**config.mk**
```make
export PLATFORM = sky130hd
export DESIGN_NAME = msg_ind
export DESIGN_NICKNAME = d
export VERILOG_FILES = /design/src/logic/msg_ind_pkg.sv /design/src/logic/msg_fifo.sv /design/src/logic/msg_ind.sv
export VERILOG_INCLUDE_DIRS = /design/src /design/src/logic
export SDC_FILE = /design/constraint.sdc
export NUM_CORES = 1
export LEC_CHECK = 0
export BUFFER_PORTS_ARGS = -buffer_cell sky130_fd_sc_hd__buf_4
export CAP_MARGIN = 15
export CORE_MARGIN = 2
export CORE_UTILIZATION = 50
export CTS_CLUSTER_DIAMETER = 120
export DETAILED_ROUTE_END_ITERATION = 8
export PLACE_DENSITY = 0.66
export REMOVE_ABC_BUFFERS = 1
export SLEW_MARGIN = 20
export SYNTH_ARGS = -nofsm -noshare
export SYNTH_HDL_FRONTEND = slang
export SYNTH_HIERARCHICAL = 1
export SYNTH_SLANG_ARGS = --single-unit
export TNS_END_PERCENT = 20
```
**constraint.sdc**
```tcl
create_clock -name core_clk -period 8.2 [get_ports core_clk]
set_input_delay 1.64 -clock core_clk [delete_from_list [all_inputs] [get_ports core_clk]]
set_output_delay 1.64 -clock core_clk [all_outputs]
set_load 0.005 [all_outputs]
```
**src/logic/msg_ind_consts.svh**
```systemverilog
// constants for the receive-message indication block
// Notes on behaviour
// (RULE1) when enabled, a received message drives a 5-bit kind and pulses the strobe
// (RULE2) strobe length depends on the message kind and, for vendor kinds, on has_payload
// (RULE3) each strobe cycle carries one parameter byte in kind-specific order
// (RULE4) vendor-defined messages pass only the first payload dword
// (RULE5) user logic wanting longer vendor payloads uses the completer request path
// (RULE6) codes 0-2 errors, 3-10 interrupt lines, 11-14 power, 15 slot power
// (RULE7) code 16 latency tolerance, code 18 unlock
// (RULE8) 17 flush hint, 19-20 vendor, 21-24 translation; 25-31 never emitted
// (RULE9) error, interrupt, power, unlock, translation: 2 cycles, bus then devfn
// (RULE10) slot power: 6 cycles, bus, devfn, payload bytes low first
// (RULE11) latency: 6 cycles, bus, devfn, snoop low/high, no-snoop low/high
// (RULE12) flush hint: 3 cycles, bus, devfn, hint code
// (RULE13) vendor: 4 cycles bare or 8 with payload, low byte first
// (RULE14) at least one idle cycle between strobe pulses
// (RULE15) user logic accepts every indication; no stall exists
// (RULE16) kind code stays stable throughout a strobe pulse
`ifndef MSG_IND_CONSTS_SVH
`define MSG_IND_CONSTS_SVH
`define KIND_ERR_FATAL 5'h02
`define KIND_PM_LAST 5'h0E
`define KIND_SLOT_PWR 5'h0F
`define KIND_LTR 5'h10
`define KIND_OBFF 5'h11
`define KIND_UNLOCK 5'h12
`define KIND_VEND0 5'h13
`define KIND_VEND1 5'h14
`define KIND_ATS_LAST 5'h18
`define LEN_SHORT 4'h2
`define LEN_HINT 4'h3
`define LEN_VEND_BARE 4'h4
`define LEN_SIX 4'h6
`define LEN_VEND_DATA 4'h8
`define IDX_BUS 3'h0
`define IDX_DEVFN 3'h1
`define IDX_B2 3'h2
`define IDX_B3 3'h3
`define IDX_B4 3'h4
`define IDX_B5 3'h5
`define IDX_B6 3'h6
`define FIFO_DEPTH 16
`endif

```
**src/logic/msg_ind_pkg.sv**
```systemverilog
// types shared by the receive-message indication block
package msg_ind_pkg;
  typedef struct packed {
    logic [4:0] kind;
    logic [7:0] req_bus;
    logic [7:0] req_devfn;
    logic [15:0] vendor_id;
    logic [31:0] payload;
    logic has_payload;
  } msg_rec_t;
  typedef enum logic [1:0] {
    ST_IDLE = 2'b00,
    ST_SEND = 2'b01,
    ST_GAP = 2'b11
  } ind_state_t;
endpackage

```
**src/logic/msg_fifo.sv**
```systemverilog
// parameterised valid/ready fifo
`timescale 1ns/1ps
module msg_fifo #(
  parameter int WIDTH = 8,
  parameter int DEPTH = 16
) (
  input wire logic core_clk,
  input wire logic rst_b,
  input wire logic [WIDTH-1:0] in_data,
  input wire logic in_valid,
  output logic in_ready,
  output logic [WIDTH-1:0] out_data,
  output logic out_valid,
  input wire logic out_ready
);
  localparam int AW = $clog2(DEPTH);
  typedef struct packed {
    logic [AW-1:0] wr;
    logic [AW-1:0] rd;
    logic [AW:0] cnt;
  } fifo_state_t;
  fifo_state_t s_r;
  fifo_state_t s_nxt;
  logic [WIDTH-1:0] mem [DEPTH];
  logic push;
  logic pop;

  assign in_ready = s_r.cnt != (AW+1)'(DEPTH);
  assign out_valid = s_r.cnt != '0;
  assign out_data = mem[s_r.rd];
  assign push = in_valid && in_ready;
  assign pop = out_valid && out_ready;

  always_comb begin
    s_nxt = s_r;
    if (push) begin
      s_nxt.wr = AW'(s_r.wr + 1'b1);
    end
    if (pop) begin
      s_nxt.rd = AW'(s_r.rd + 1'b1);
    end
    s_nxt.cnt = (AW+1)'(s_r.cnt + push - pop);
  end

  always_ff @(posedge core_clk or negedge rst_b) begin
    if (!rst_b) begin
      s_r <= '0;
    end else begin
      s_r <= s_nxt;
    end
  end

  // storage has no reset; only the pointers and the count need a defined value
  always_ff @(posedge core_clk) begin
    if (push) begin
      mem[s_r.wr] <= in_data;
    end
  end
endmodule

```
**src/logic/msg_ind.sv**
```systemverilog
// receive-message indication: queues messages, serialises parameters
`timescale 1ns/1ps
`include "msg_ind_consts.svh"
module msg_ind (
  input wire logic core_clk,
  input wire logic rst_b,
  input wire logic ind_enable,
  input wire msg_ind_pkg::msg_rec_t msg_in,
  input wire logic msg_in_valid,
  output logic msg_in_ready,
  output logic [4:0] msg_kind,
  output logic msg_strobe,
  output logic [7:0] msg_data
);
  typedef struct packed {
    msg_ind_pkg::ind_state_t st;
    msg_ind_pkg::msg_rec_t cur;
    logic [3:0] len;
    logic [3:0] idx;
    logic [4:0] kind;
    logic strobe;
    logic [7:0] data;
  } ind_t;
  ind_t s_r;
  ind_t s_nxt;
  msg_ind_pkg::msg_rec_t q_data;
  logic q_valid;
  logic q_ready;
  logic legal;

  // only legal kinds enter; reserved codes are dropped at the input
  assign legal = msg_in.kind <= `KIND_ATS_LAST; // RULE8

  msg_fifo #(
    .WIDTH($bits(msg_ind_pkg::msg_rec_t)),
    .DEPTH(`FIFO_DEPTH)
  ) u_fifo (
    .core_clk(core_clk),
    .rst_b(rst_b),
    .in_data(msg_in),
    .in_valid(msg_in_valid && legal && ind_enable), // RULE1
    .in_ready(msg_in_ready),
    .out_data(q_data),
    .out_valid(q_valid),
    .out_ready(q_ready)
  );

  assign q_ready = s_r.st == msg_ind_pkg::ST_IDLE;

  function automatic logic [3:0] len_of(input msg_ind_pkg::msg_rec_t m);
    logic [3:0] n;
    n = `LEN_SHORT; // RULE9
    unique case (m.kind)
      `KIND_SLOT_PWR: n = `LEN_SIX; // RULE10
      `KIND_LTR: n = `LEN_SIX; // RULE11
      `KIND_OBFF: n = `LEN_HINT; // RULE12
      `KIND_VEND0, `KIND_VEND1: begin
        n = m.has_payload ? `LEN_VEND_DATA : `LEN_VEND_BARE; // RULE13
      end
      default: n = `LEN_SHORT; // RULE9
    endcase
    return n; // RULE2
  endfunction

  // byte order per kind; payload holds one dword only, the rest dropped
  function automatic logic [7:0] byte_of(input msg_ind_pkg::msg_rec_t m,
                                         input logic [2:0] i);
    logic [7:0] b;
    b = 8'h00;
    if (i == `IDX_BUS) begin
      b = m.req_bus;
    end else if (i == `IDX_DEVFN) begin
      b = m.req_devfn;
    end else if (m.kind == `KIND_VEND0 || m.kind == `KIND_VEND1) begin
      unique case (i)
        `IDX_B2: b = m.vendor_id[7:0];
        `IDX_B3: b = m.vendor_id[15:8];
        `IDX_B4: b = m.payload[7:0]; // RULE4
        `IDX_B5: b = m.payload[15:8];
        `IDX_B6: b = m.payload[23:16];
        default: b = m.payload[31:24];
      endcase
    end else begin
      // slot power, latency (snoop in low half) and hint share layout
      unique case (i)
        `IDX_B2: b = m.payload[7:0]; // RULE10
        `IDX_B3: b = m.payload[15:8]; // RULE11
        `IDX_B4: b = m.payload[23:16];
        default: b = m.payload[31:24];
      endcase
    end
    return b; // RULE3
  endfunction

  always_comb begin
    s_nxt = s_r;
    unique case (s_r.st)
      msg_ind_pkg::ST_IDLE: begin
        s_nxt.strobe = 1'b0;
        if (q_valid) begin
          s_nxt.st = msg_ind_pkg::ST_SEND;
          s_nxt.cur = q_data;
          s_nxt.len = len_of(q_data);
          s_nxt.idx = {1'b0, `IDX_DEVFN};
          s_nxt.kind = q_data.kind; // RULE6 RULE7
          s_nxt.strobe = 1'b1; // RULE1
          s_nxt.data = byte_of(q_data, `IDX_BUS);
        end
      end
      msg_ind_pkg::ST_SEND: begin
        // kind is left untouched during the pulse
        // four-bit index so an eight-byte pulse can reach its end count
        if (s_r.idx == s_r.len) begin // RULE16
          s_nxt.st = msg_ind_pkg::ST_GAP;
          s_nxt.strobe = 1'b0;
          s_nxt.data = 8'h00;
        end else begin
          s_nxt.data = byte_of(s_r.cur, s_r.idx[2:0]); // RULE3
          s_nxt.idx = 4'(s_r.idx + 1'b1);
        end
      end
      msg_ind_pkg::ST_GAP: begin
        // one forced idle cycle here, then one more in ST_IDLE, so two idle cycles before the next pulse
        s_nxt.st = msg_ind_pkg::ST_IDLE; // RULE14
      end
      default: begin
        s_nxt.st = msg_ind_pkg::ST_IDLE;
        s_nxt.strobe = 1'b0;
      end
    endcase
  end

  always_ff @(posedge core_clk or negedge rst_b) begin
    if (!rst_b) begin
      s_r <= '0;
    end else begin
      s_r <= s_nxt;
    end
  end

  // user side has no stall; indications are simply presented
  assign msg_kind = s_r.kind; // RULE15
  assign msg_strobe = s_r.strobe;
  assign msg_data = s_r.data;
endmodule

```
; Yosys cells after proc, flatten, opt, wreduce, memory -nomap -nowiden
; Memories as Yosys holds them, arrays and structs flattened.
; Index checks and enable logic that the tools add are counted.
[word_totals]
ff_bits = 102
mem_bits_rw = 1120
in_bits = 74
output_inout_bits = 15
word_cells = 76
memories = 1
[classes]
n_addsub = 5
order_cmp = 1
eq_ne = 20
mux = 18
bitwise_logic = 1
n_reduce_logical = 16
[memory_table]
columns = memory, depth, word_bits, read_ports, rd_clocked_by_memory_dff, wr, line
row1 = u_fifo.mem, 16, 70, 1, 0, 1, msg_fifo.sv:24  ; logic [WIDTH-1:0] mem [DEPTH];
[op_table]
columns = op, n
row1 = $mux W94, 1
row2 = $pmux W8 S5, 1
row3 = $mux W8, 4
row4 = $eq A5 B5 Y1 const B, 6
row5 = $pmux W8 S3, 1
row6 = $pmux W8 S2, 1
row7 = $add A4 B1 Y4 const B, 3
row8 = $pmux W4 S3, 1
row9 = $eq A3 B3 Y1 const B, 3
row10 = $mux W4, 2
row11 = $pmux W4 S2, 1
row12 = $reduce_and A2 Y1, 4
row13 = $eq A3 B2 Y1 const B, 2
row14 = $add A5 B1 Y5, 1
row15 = $eq A5 B4 Y1 const B, 1
row16 = $le A5 B5 Y1 const B, 1
row17 = $ne A5 B5 Y1 const B, 1
row18 = $reduce_bool A5 Y1, 1
row19 = $sub A5 B1 Y5, 1
row20 = $eq A4 B4 Y1, 1
row21 = $logic_and A1 B1 Y1, 4
row22 = $ne A2 B2 Y1 const B, 2
row23 = $pmux W2 S2, 1
row24 = $reduce_or A2 Y1, 2
row25 = 13 further kinds, 15

; Longest topological paths before layout
; Gate-level depths: netlist of run 1.
[logic_depth]
ltp_word = 7
depth_mapped = 15
ltp_nobuf = 14

; Cells and area by module
; Netlist of run 1, hierarchy kept.
[modules_own_cells]
columns = module, instances, cells_each, area_each_um2
row1 = msg_fifo, 1, 2098, 43620.6
row2 = msg_ind, 1, 528, 4494.3

; Worst setup path before layout of run 1
; No wires, ideal clock.
[synth_timing]
path_kind = input to register
start = input msg_in[66] (netlist name)
end = memory u_fifo/mem[3][0] (netlist name) (enable)
setup_time_ns = 0.584
t_arrival_ns = 7.382
setup_slack_ns = 0.234
cell_stages = 6
path_buffers = 1
path_cell_list = o311ai_0 and3_1 and2_1 clkbuf_1 nand2_1 nor3_1
[synth_via]
elab_chain_len = 6
[synth_lines]
columns = element, line
row1 = from (decl), msg_ind.sv:8  ; input wire msg_ind_pkg::msg_rec_t msg_in,
row2 = $le A5 B5 Y1 (no source line), --
row3 = $logic_and A1 B1 Y1 (2 in a row), msg_ind.sv:41  ; .in_valid(msg_in_valid && legal && ind_enable),
row4 = $logic_and A1 B1 Y1, msg_fifo.sv:31  ; assign push = in_valid && in_ready;
row5 = $mux W1, msg_fifo.sv:55  ; if (push) begin
row6 = $mux W1 (not written as such), msg_fifo.sv:56  ; mem[s_r.wr] <= in_data;
row7 = to (decl), msg_fifo.sv:24
; No other way between the ends.

; Worst setup path in the final report of run 1
[layout_timing]
start = input msg_in[66] (netlist name)
end = memory u_fifo/mem[14][48] (netlist name) (enable)
; Same word-level chain as after synthesis.

==> results of run 1 <==
-- routing by layer --
metal  vias to the layer above  GRT usage [%]
met5                         -              0
met4                         4           5.95
met2                       963           36.7
met3                       170           3.52
met1                     13137           31.9
li1                      10809              -
-- layout make-up --
class / count / area share, %
repair buffers: 138 / 2.00
clock buffers: 144 / 5.79
inverters: 23 / 0.163
flip-flops and latches: 1221 / 67.3
clock inverters: 83 / 1.44
multi-input cells: 1216 / 20.3
well taps: 1265 / 2.95
diodes: 1 / 0.00466
-- report_power, final --
| group | switching, mW | total (mW) | internal, mW | leakage (nW) |
|---|---|---|---|---|
| clock | 2.33 | 5.37 | 3.04 | 1.90 |
| sequential | 0.440 | 7.72 | 7.28 | 11.3 |
| combinational | 3.25 | 5.36 | 2.11 | 5.20 |
-- kinds of logic (layout without fill, tap and decap cells) --
logic type | after synthesis | in the layout | share of synthesized area [%]
multiplexers | 428 | 428 | 12.6
adder cells (fa/ha/maj) | 17 | 17 | 0.458
flip-flops | 1221 | 1221 | 75.2
AO/OA/AOI/OAI | 378 | 378 | 5.87
XOR/XNOR | 15 | 15 | 0.273
other | 0 | 1 | 0
AND/OR/NAND/NOR | 378 | 378 | 3.26
buffers and inverters | 189 | 388 | 2.41
-- state kept, by name, indices dropped and copies added (netlist names) --
register / count
msg_data: 8
msg_kind: 5
u_fifo/s_r: 13
u_fifo/mem: 1120
s_r: 74
msg_strobe: 1
-- stage by stage --
stage	setup TNS, ns	power (mW)	instance area [sq um]	hold WS, ns
6_report	0	18.5	53700	0.484
5_1_grt	0	19.3	53700	0.521
4_1_cts	0	18.5	53700	0.480
3_5_place_dp	0	13.2	49800	0.465
3_3_place_gp	0	13.1	49800	0.461
2_1_floorplan	-620.36	11.6	47000	0.441
-- worst max-delay path, cell delays in order --
cell	delay, ns
sky130_fd_sc_hd__buf_4	0.17
sky130_fd_sc_hd__o311ai_0	0.36
sky130_fd_sc_hd__and3_1	0.30
sky130_fd_sc_hd__and2_1	0.41
sky130_fd_sc_hd__nand2_1	0.33
sky130_fd_sc_hd__nor2_4	0.89
sky130_fd_sc_hd__buf_4	0.79
-- cells in the final DEF (no fill, tap or decap), drive strengths merged, types with 10 or more instances in the layout --
master	synthesis	final
edfxtp	1120	1120
nand2	295	295
mux2i	281	281
clkbuf	74	144
a221oi	141	141
mux4	140	140
buf	92	138
dfrtp	101	101
o21ai	82	82
a22oi	74	74
clkinv	1	61
nor2	32	32
inv	22	28
a21oi	23	23
ha	16	16
a222oi	14	14
xnor2	12	12
a22o	10	10
bufinv	0	10
-- worst min-delay path by stage --
stage                                    from  cells after the start  slack (ns)                  end
after floorplan           s_r[58]$_DFFE_PN0P_                      2        0.44  s_r[58]$_DFFE_PN0P_
after global placement    s_r[80]$_DFFE_PN0P_                      2        0.46  s_r[80]$_DFFE_PN0P_
after detailed placement  s_r[57]$_DFFE_PN0P_                      2        0.47  s_r[57]$_DFFE_PN0P_
after CTS                 s_r[57]$_DFFE_PN0P_                      2        0.48  s_r[57]$_DFFE_PN0P_
after global routing      s_r[81]$_DFFE_PN0P_                      2        0.52  s_r[81]$_DFFE_PN0P_
final                     s_r[57]$_DFFE_PN0P_                      2        0.48  s_r[57]$_DFFE_PN0P_
==> run summary, run 1 <==
The endpoint identified for the worst register-to-register timing path is s_r[20]$_DFFE_PN0P_. After the first detailed-routing iteration, the DRC count stood at 2748. The cell count after synthesis came out at 2626.

The kind of critical path is in2reg. Hold repair after CTS inserted 0 buffers. For the worst setup path, the data arrival time is 5.09 ns. In the final layout, the multi-input gates occupy 0.0109 sq mm.

Fill cells in the final layout number 7021. In the final layout, the share of cells above drive strength 1 is 17.5%. The flow ran to the end, and the final reports show no timing, DRC or antenna violations. Startpoint class of the critical path: an input port. Once the floorplan was initialized, standard cells occupied 50.6% of the core. After clock tree synthesis, the clock-pin slew on the worst setup and hold paths is 0.06 ns.

The required time at the worst-slack endpoint came out at 8.53 ns. Setup violations remaining at the end of the flow were counted as 0. The root buffer cell chosen for the clock tree is sky130_fd_sc_hd__clkbuf_16. In this run the worst setup path terminates at u_fifo/mem[14][48]$_DFFE_PP_. The portion of the post-synthesis area used by sequential elements is 75.2%, and the later-pin clock latency in the skew report is 0.71 ns. The wire length after detailed routing was 111000 um; the post-route met1 wirelength was 46600 um. In this run the static leakage power is 18.4 nW. Clock skew on the completed layout was measured at 0.0281 ns. The post-placement worst setup slack came out at 2.69 ns. The average wire per standard cell works out to 27.1 um. The tools report the kind of end point of the critical path as a flop.

The tools report the initial antenna violation count as 3. The startpoint identified for the worst register-to-register timing path is u_fifo/s_r[6]$_DFFE_PN0P_. The maximum operating frequency came out at 0.210 GHz.

After the flow finishes, the layout carries non-filler instances totaling 4091. The class of the tightest hold or removal check was reg2reg. In this run the tightest slew margin relative to its limit is 27.7%. Along the worst path, the maximum fanout reaches 45.

Most common cell in the synthesized netlist: sky130_fd_sc_hd__edfxtp_1. Ranked by instance count, the synthesized netlist is headed by sky130_fd_sc_hd__edfxtp_1, sky130_fd_sc_hd__nand2_1, sky130_fd_sc_hd__mux2i_1, sky130_fd_sc_hd__a221oi_1, sky130_fd_sc_hd__mux4_2. The number of warnings printed during yosys synthesis is 6.

The actual slew at the worst max-slew pin was 1.08 ns; the number of max-slew violations in the final report was 0. The worst path in the final design needs a cycle of 4.77 ns, including I/O delays and setup. The share of synthesized area in the top cell type comes to 69.9%. The tools report the detailed-route DRC error count as 0. The biggest area contributor in the post-synthesis netlist is sky130_fd_sc_hd__edfxtp_1.

The wire-length estimate of the detail-placed layout is 60300 um. For the worst flop-to-flop path, the logic depth is 11. After layout, the worst path uses 58.1% of the clock period.

The most critical setup path has its startpoint at msg_in[66]. The most used flip-flop cell after synthesis is sky130_fd_sc_hd__edfxtp_1. The run gives 3.43 ns as the worst path setup slack after routing. The logs give 2810 for the final layout net count and 7 for the first-pass iteration count of the detailed router. The run gives 0 as the total of max-cap violations.

The overall die height came out at 314 um. The logs give 3 for the maximum buffer depth of the clock tree and 65 for the post-synthesis cell type count. The core region is 0.0952 sq mm. The register bit count reported by yosys was 1221; the die width was 314 um. In this run the post-CTS setup repair buffer count came out at 0.

Count of cells resized by post-cts repair: 0. In this run, synthesis inferred 1120 flip-flops with an integrated enable. The met3 wire length was 7670 um.

TritonCTS built the clock tree. Ranked by total cell area, the synthesized netlist is headed by sky130_fd_sc_hd__edfxtp_1, sky130_fd_sc_hd__mux4_2, sky130_fd_sc_hd__mux2i_1. For the count of final hold-check violations, the log shows 0. In this run the cell area of the synthesized design comes to 0.0481 sq mm.

The via count of the first global-routing pass came out at 25374. The count of buffers added on input and output ports is 88. Setup repair after global routing left no endpoint under its margin.

For the number of rows in the core area, the log shows 113. Averaged over all synthesized cells, the footprint is 18.3 sq um. The average vias per placed instance is 6.13, and the post-route antenna net violation count is 0. The global-route congestion overflow total was 0. The number of placed instances, taps included, is 3863. The share of synthesized registers carrying an async set or reset is 8.27%, and the area occupied by registers is 0.0362 sq mm. The largest net degree at the start of global routing was 115. Number of buffers created by CTS: 119. The clock drives 1221 sinks.

From synthesis to final layout, the design area changed by 11.7%. Summing over every cut layer, the via total after detailed routing is 25083. Number of levels the H-tree was split into: 3. The tools report the routability congestion estimate from global placement as 0.801.

The logs give 3.90 ns for the setup slack of the most critical reg-to-reg path and 165000 um for the global-route wire length before repair. Global routing consumed, over all layers together, 22.5% of the routing resources. Signal routing reaches up to met5.

The utilization after layout is 56.5%, and the boundary pin count is 89. The worst-case IR drop observed on VDD is 323 uV. The die covers 0.0987 sq mm. The routed design uses 54100 um of met2 wire.

Total power divided by cell area: 343 mW/mm^2.
No activity file was read; power rests on OpenSTA's default activity.
==> inputs of run 2 (changes only) <==
--- a/config.mk
+++ b/config.mk
@@ -12,7 +12,7 @@
 export CORE_UTILIZATION = 50
 export CTS_CLUSTER_DIAMETER = 120
 export DETAILED_ROUTE_END_ITERATION = 8
-export PLACE_DENSITY = 0.66
+export PLACE_DENSITY = 0.68
 export REMOVE_ABC_BUFFERS = 1
 export SLEW_MARGIN = 20
 export SYNTH_ARGS = -nofsm -noshare
==> constraint.sdc (replaced) <==
create_clock -name core_clk -period 3.85 [get_ports core_clk]
set_input_delay 0.77 -clock core_clk [delete_from_list [all_inputs] [get_ports core_clk]]
set_output_delay 0.77 -clock core_clk [all_outputs]
set_load 0.005 [all_outputs]
==> run summary, run 2 (synthesis results as in run 1) <==
The flow ran to the end, and the final reports show no timing, DRC or antenna violations. Cell type group with the largest total delay on the critical path: adder cells (was simple AND/OR/NAND/NOR gates). The logs give 60600 um (was 60300 um) for the detailed-placement wirelength estimate and 4.45 ns (was 8.53 ns) for the required time at the worst-slack endpoint. The flip-flop count of the largest register, all copies and words added is 1120 (unchanged), and the layout overhead on the synthesized area is 12.7% (was 11.7%). The area of the core is 0.0952 sq mm (unchanged), and the effective utilization at floorplan is 50.6% (unchanged). The largest stage delay on the critical path works out to 0.53 ns (was 0.89 ns).

The total of max-cap violations came out at 0 (unchanged). For the number of levels the H-tree was split into, the log shows 3 (unchanged). First-pass iteration count of the detailed router: 6 (was 7). The CTS sink count came out at 1221 (unchanged).

The relative slew slack was 36.2% (was 27.7%); the global-route congestion overflow total was 0 (unchanged). Maximum operating frequency: 0.334 GHz. For the detailed-route DRC error count, the log shows 0 (unchanged). The actual slew at the worst max-slew pin is 0.957 ns (was 1.08 ns), and the wire length after detailed routing is 109000 um (was 111000 um).

The root cell of the clock tree is sky130_fd_sc_hd__clkbuf_16 (unchanged). For the largest net degree at the start of global routing, the log shows 80 (was 115). Most frequent cell on the critical path: sky130_fd_sc_hd__inv_1 (was sky130_fd_sc_hd__buf_4). The total power divided by cell area came out at 721 mW/mm^2 (was 343 mW/mm^2).

The average vias per placed instance came out at 6.12 (was 6.13). The number of buffers created by CTS came out at 114 (was 119). Top library cells by usage in the layout, fill and taps aside: sky130_fd_sc_hd__edfxtp_1, sky130_fd_sc_hd__nand2_1, sky130_fd_sc_hd__mux2i_1 (unchanged). Number of design-rule violations left by the first detailed-router iteration: 2578 (was 2748). The most frequent standard cell in the layout excluding fill and tap cells was sky130_fd_sc_hd__edfxtp_1 (unchanged).

For the worst IR drop on VDD, the log shows 575 uV (was 323 uV). The number of post-CTS setup repair buffers is 0 (unchanged), and the clock slew at the register clock pins of the worst setup and hold paths is 0.06 ns (about the same). The register name with the most flops is u_fifo/mem (unchanged). The run gives 3 (unchanged) as the maximum buffer depth of the clock tree. The minimum hold slack is 0.187 ns (was 0.484 ns), and the number of rows in the core area is 113 (unchanged). The via count of the first global-routing pass came out at 25365 (was 25374). The routability congestion estimate from global placement is 0.858 (was 0.801).

The total global-route track usage came out at 22.1% (was 22.5%). For the initial antenna violation count, the log shows 1 (was 3). The later-pin clock latency in the skew report is 0.70 ns (was 0.71 ns). The global-route wire length before repair was 162000 um (was 165000 um); the buffers plus inverters on the worst setup path was 4 (was 2). The share of layout cells above drive strength 1 is 17.7% (was 17.5%). The total number of vias came out at 25134 (was 25083). CP Cell Sequence: inv_1 -> ha_1 -> or4b_4 -> and2_1 -> ha_1 -> inv_1 -> ha_1 -> inv_1 -> fa_1 -> inv_1 -> a21oi_1 -> o21bai_1 -> xnor2_1 (was buf_4 -> o311ai_0 -> and3_1 -> and2_1 -> nand2_1 -> nor2_4 -> buf_4). The kind of end point of the critical path is a flop (unchanged). The run gives 0 (unchanged) as the total setup violations reported at the end of the flow. The run gives 39.1 mW (was 18.5 mW) as the overall power of the completed layout. Setup repair after global routing left no endpoint under its margin. TritonCTS built the clock tree. The die width works out to 314 um (unchanged). The average wire per standard cell was 26.5 um (was 27.1 um); the setup clock skew after layout was 0.0352 ns (was 0.0281 ns). Overall die height: 314 um (unchanged). The worst path in the final design needs a cycle of 2.99 ns, including I/O delays and setup. The critical path's slowest cell is sky130_fd_sc_hd__or4b_4 (was sky130_fd_sc_hd__nor2_4). The leakage power summed over all cells was 18.6 nW (was 18.4 nW); the final layout net count was 2832 (was 2810). Class of the tightest hold or removal check: in2async (was reg2reg). The boundary pin count was 89 (unchanged); the count of final hold-check violations was 0 (unchanged).

The post-route antenna net violation count was 0 (unchanged); the number of input and output port buffers inserted was 88 (unchanged). Number of max-slew violations in the final report: 0 (unchanged). The kind of critical path was reg2reg (was in2reg). The startpoint class of the critical path was a flop (was an input port).

Biggest registers after layout: u_fifo/mem: 1120 flops, s_r: 74 flops, u_fifo/s_r: 13 flops (unchanged). The count of cells resized by post-cts repair came out at 0 (unchanged). The post-cts hold buffer count was 0 (unchanged); the final critical-path share of the clock period was 77.7%. The highest fanout seen on the critical path is 7 (was 45). The tools report the data arrival time at the worst-slack endpoint as 3.60 ns (was 5.09 ns).

The total die area came out at 0.0987 sq mm (unchanged).
[run 2: cell types whose count changed in the layout (fill, tap and decap cells not counted)]
| cell | delta |
|---|---|
| sky130_fd_sc_hd__buf_12 | +40 |
| sky130_fd_sc_hd__buf_4 | -13 |
| sky130_fd_sc_hd__bufinv_16 | +1 |
| sky130_fd_sc_hd__clkbuf_1 | +3 |
| sky130_fd_sc_hd__clkbuf_16 | -5 |
| sky130_fd_sc_hd__clkbuf_8 | +2 |
| sky130_fd_sc_hd__clkinv_1 | +3 |
| sky130_fd_sc_hd__clkinv_16 | -1 |
| sky130_fd_sc_hd__clkinv_2 | -7 |
| sky130_fd_sc_hd__clkinv_4 | -1 |
| sky130_fd_sc_hd__clkinvlp_2 | -2 |
| sky130_fd_sc_hd__clkinvlp_4 | -3 |
| sky130_fd_sc_hd__inv_16 | -2 |
| sky130_fd_sc_hd__inv_6 | -1 |
[run 2: worst paths after layout]
check / cells after the start / to / start / slack [ns]
worst max register to register: 13 / u_fifo/s_r[4]$_DFF_PN0_ / u_fifo/s_r[2]$_DFF_PN0_ / 0.86
max in group asynchronous: 2 / s_r[59]$_DFFE_PN0P_ / rst_b / 2.90
min in group core_clk: 1 / u_fifo/mem[11][16]$_DFFE_PP_ / msg_in[16] / 0.37
worst max-delay path: 13 / u_fifo/s_r[4]$_DFF_PN0_ / u_fifo/s_r[2]$_DFF_PN0_ / 0.86
worst min-delay path: 1 / u_fifo/s_r[1]$_DFF_PN0_ / rst_b / 0.19
worst min register to register: 2 / s_r[65]$_DFFE_PN0P_ / s_r[65]$_DFFE_PN0P_ / 0.48
[run 2: stage by stage]
stage                     std cells  instance area [sq um]  setup WS (ns)  setup TNS [ns]  util (%)
after detailed placement       3890                  50500          0.446               0      53.1
after CTS                      4104                  54200          0.856               0      57.0
final                          4105                  54200          0.857               0      57.0
after global placement         3890                  50500          0.411               0      53.1
after floorplan                2460                  47000         -12.14        -2870.11         -
after global routing           4104                  54200          0.731               0      57.0
[run 2: cell type report]
cell class / instances / area (sq um)
Antenna cell: 1 / 2.50
Clock inverter: 70 / 661
Timing Repair Buffer: 165 / 1780
Multi-Input combinational cell: 1216 / 10900
Inverter: 23 / 87.6
Tap cell: 1265 / 1580
Sequential cell: 1221 / 36200
Fill cell: 6972 / 40900
Clock buffer: 144 / 3030
[run 2: routing by layer]
metal / wire, um / GRT usage [%] / vias up
li1: - / - / 10832
met1: 46200 / 31.3 / 13211
met2: 53100 / 36.3 / 932
met3: 7480 / 3.58 / 157
met4: 2200 / 5.55 / 2
met5: 13 / 0 / -
[run 2: power by group]
part / switching (mW) / internal [mW]
Clock: 4.72 / 6.30
Combinational: 7.00 / 4.71
Sequential: 0.860 / 15.5
[run 2: worst reg2reg max path: cells and delay by family, from the launching register on]
family | cells | cell delay [ns]
adder cells (fa/ha/maj) | 4 | 1.07
AND/OR/NAND/NOR | 2 | 0.80
flip-flops | 1 | 0.39
buffers and inverters | 4 | 0.31
AO/OA/AOI/OAI | 2 | 0.22
XOR/XNOR | 1 | 0.13
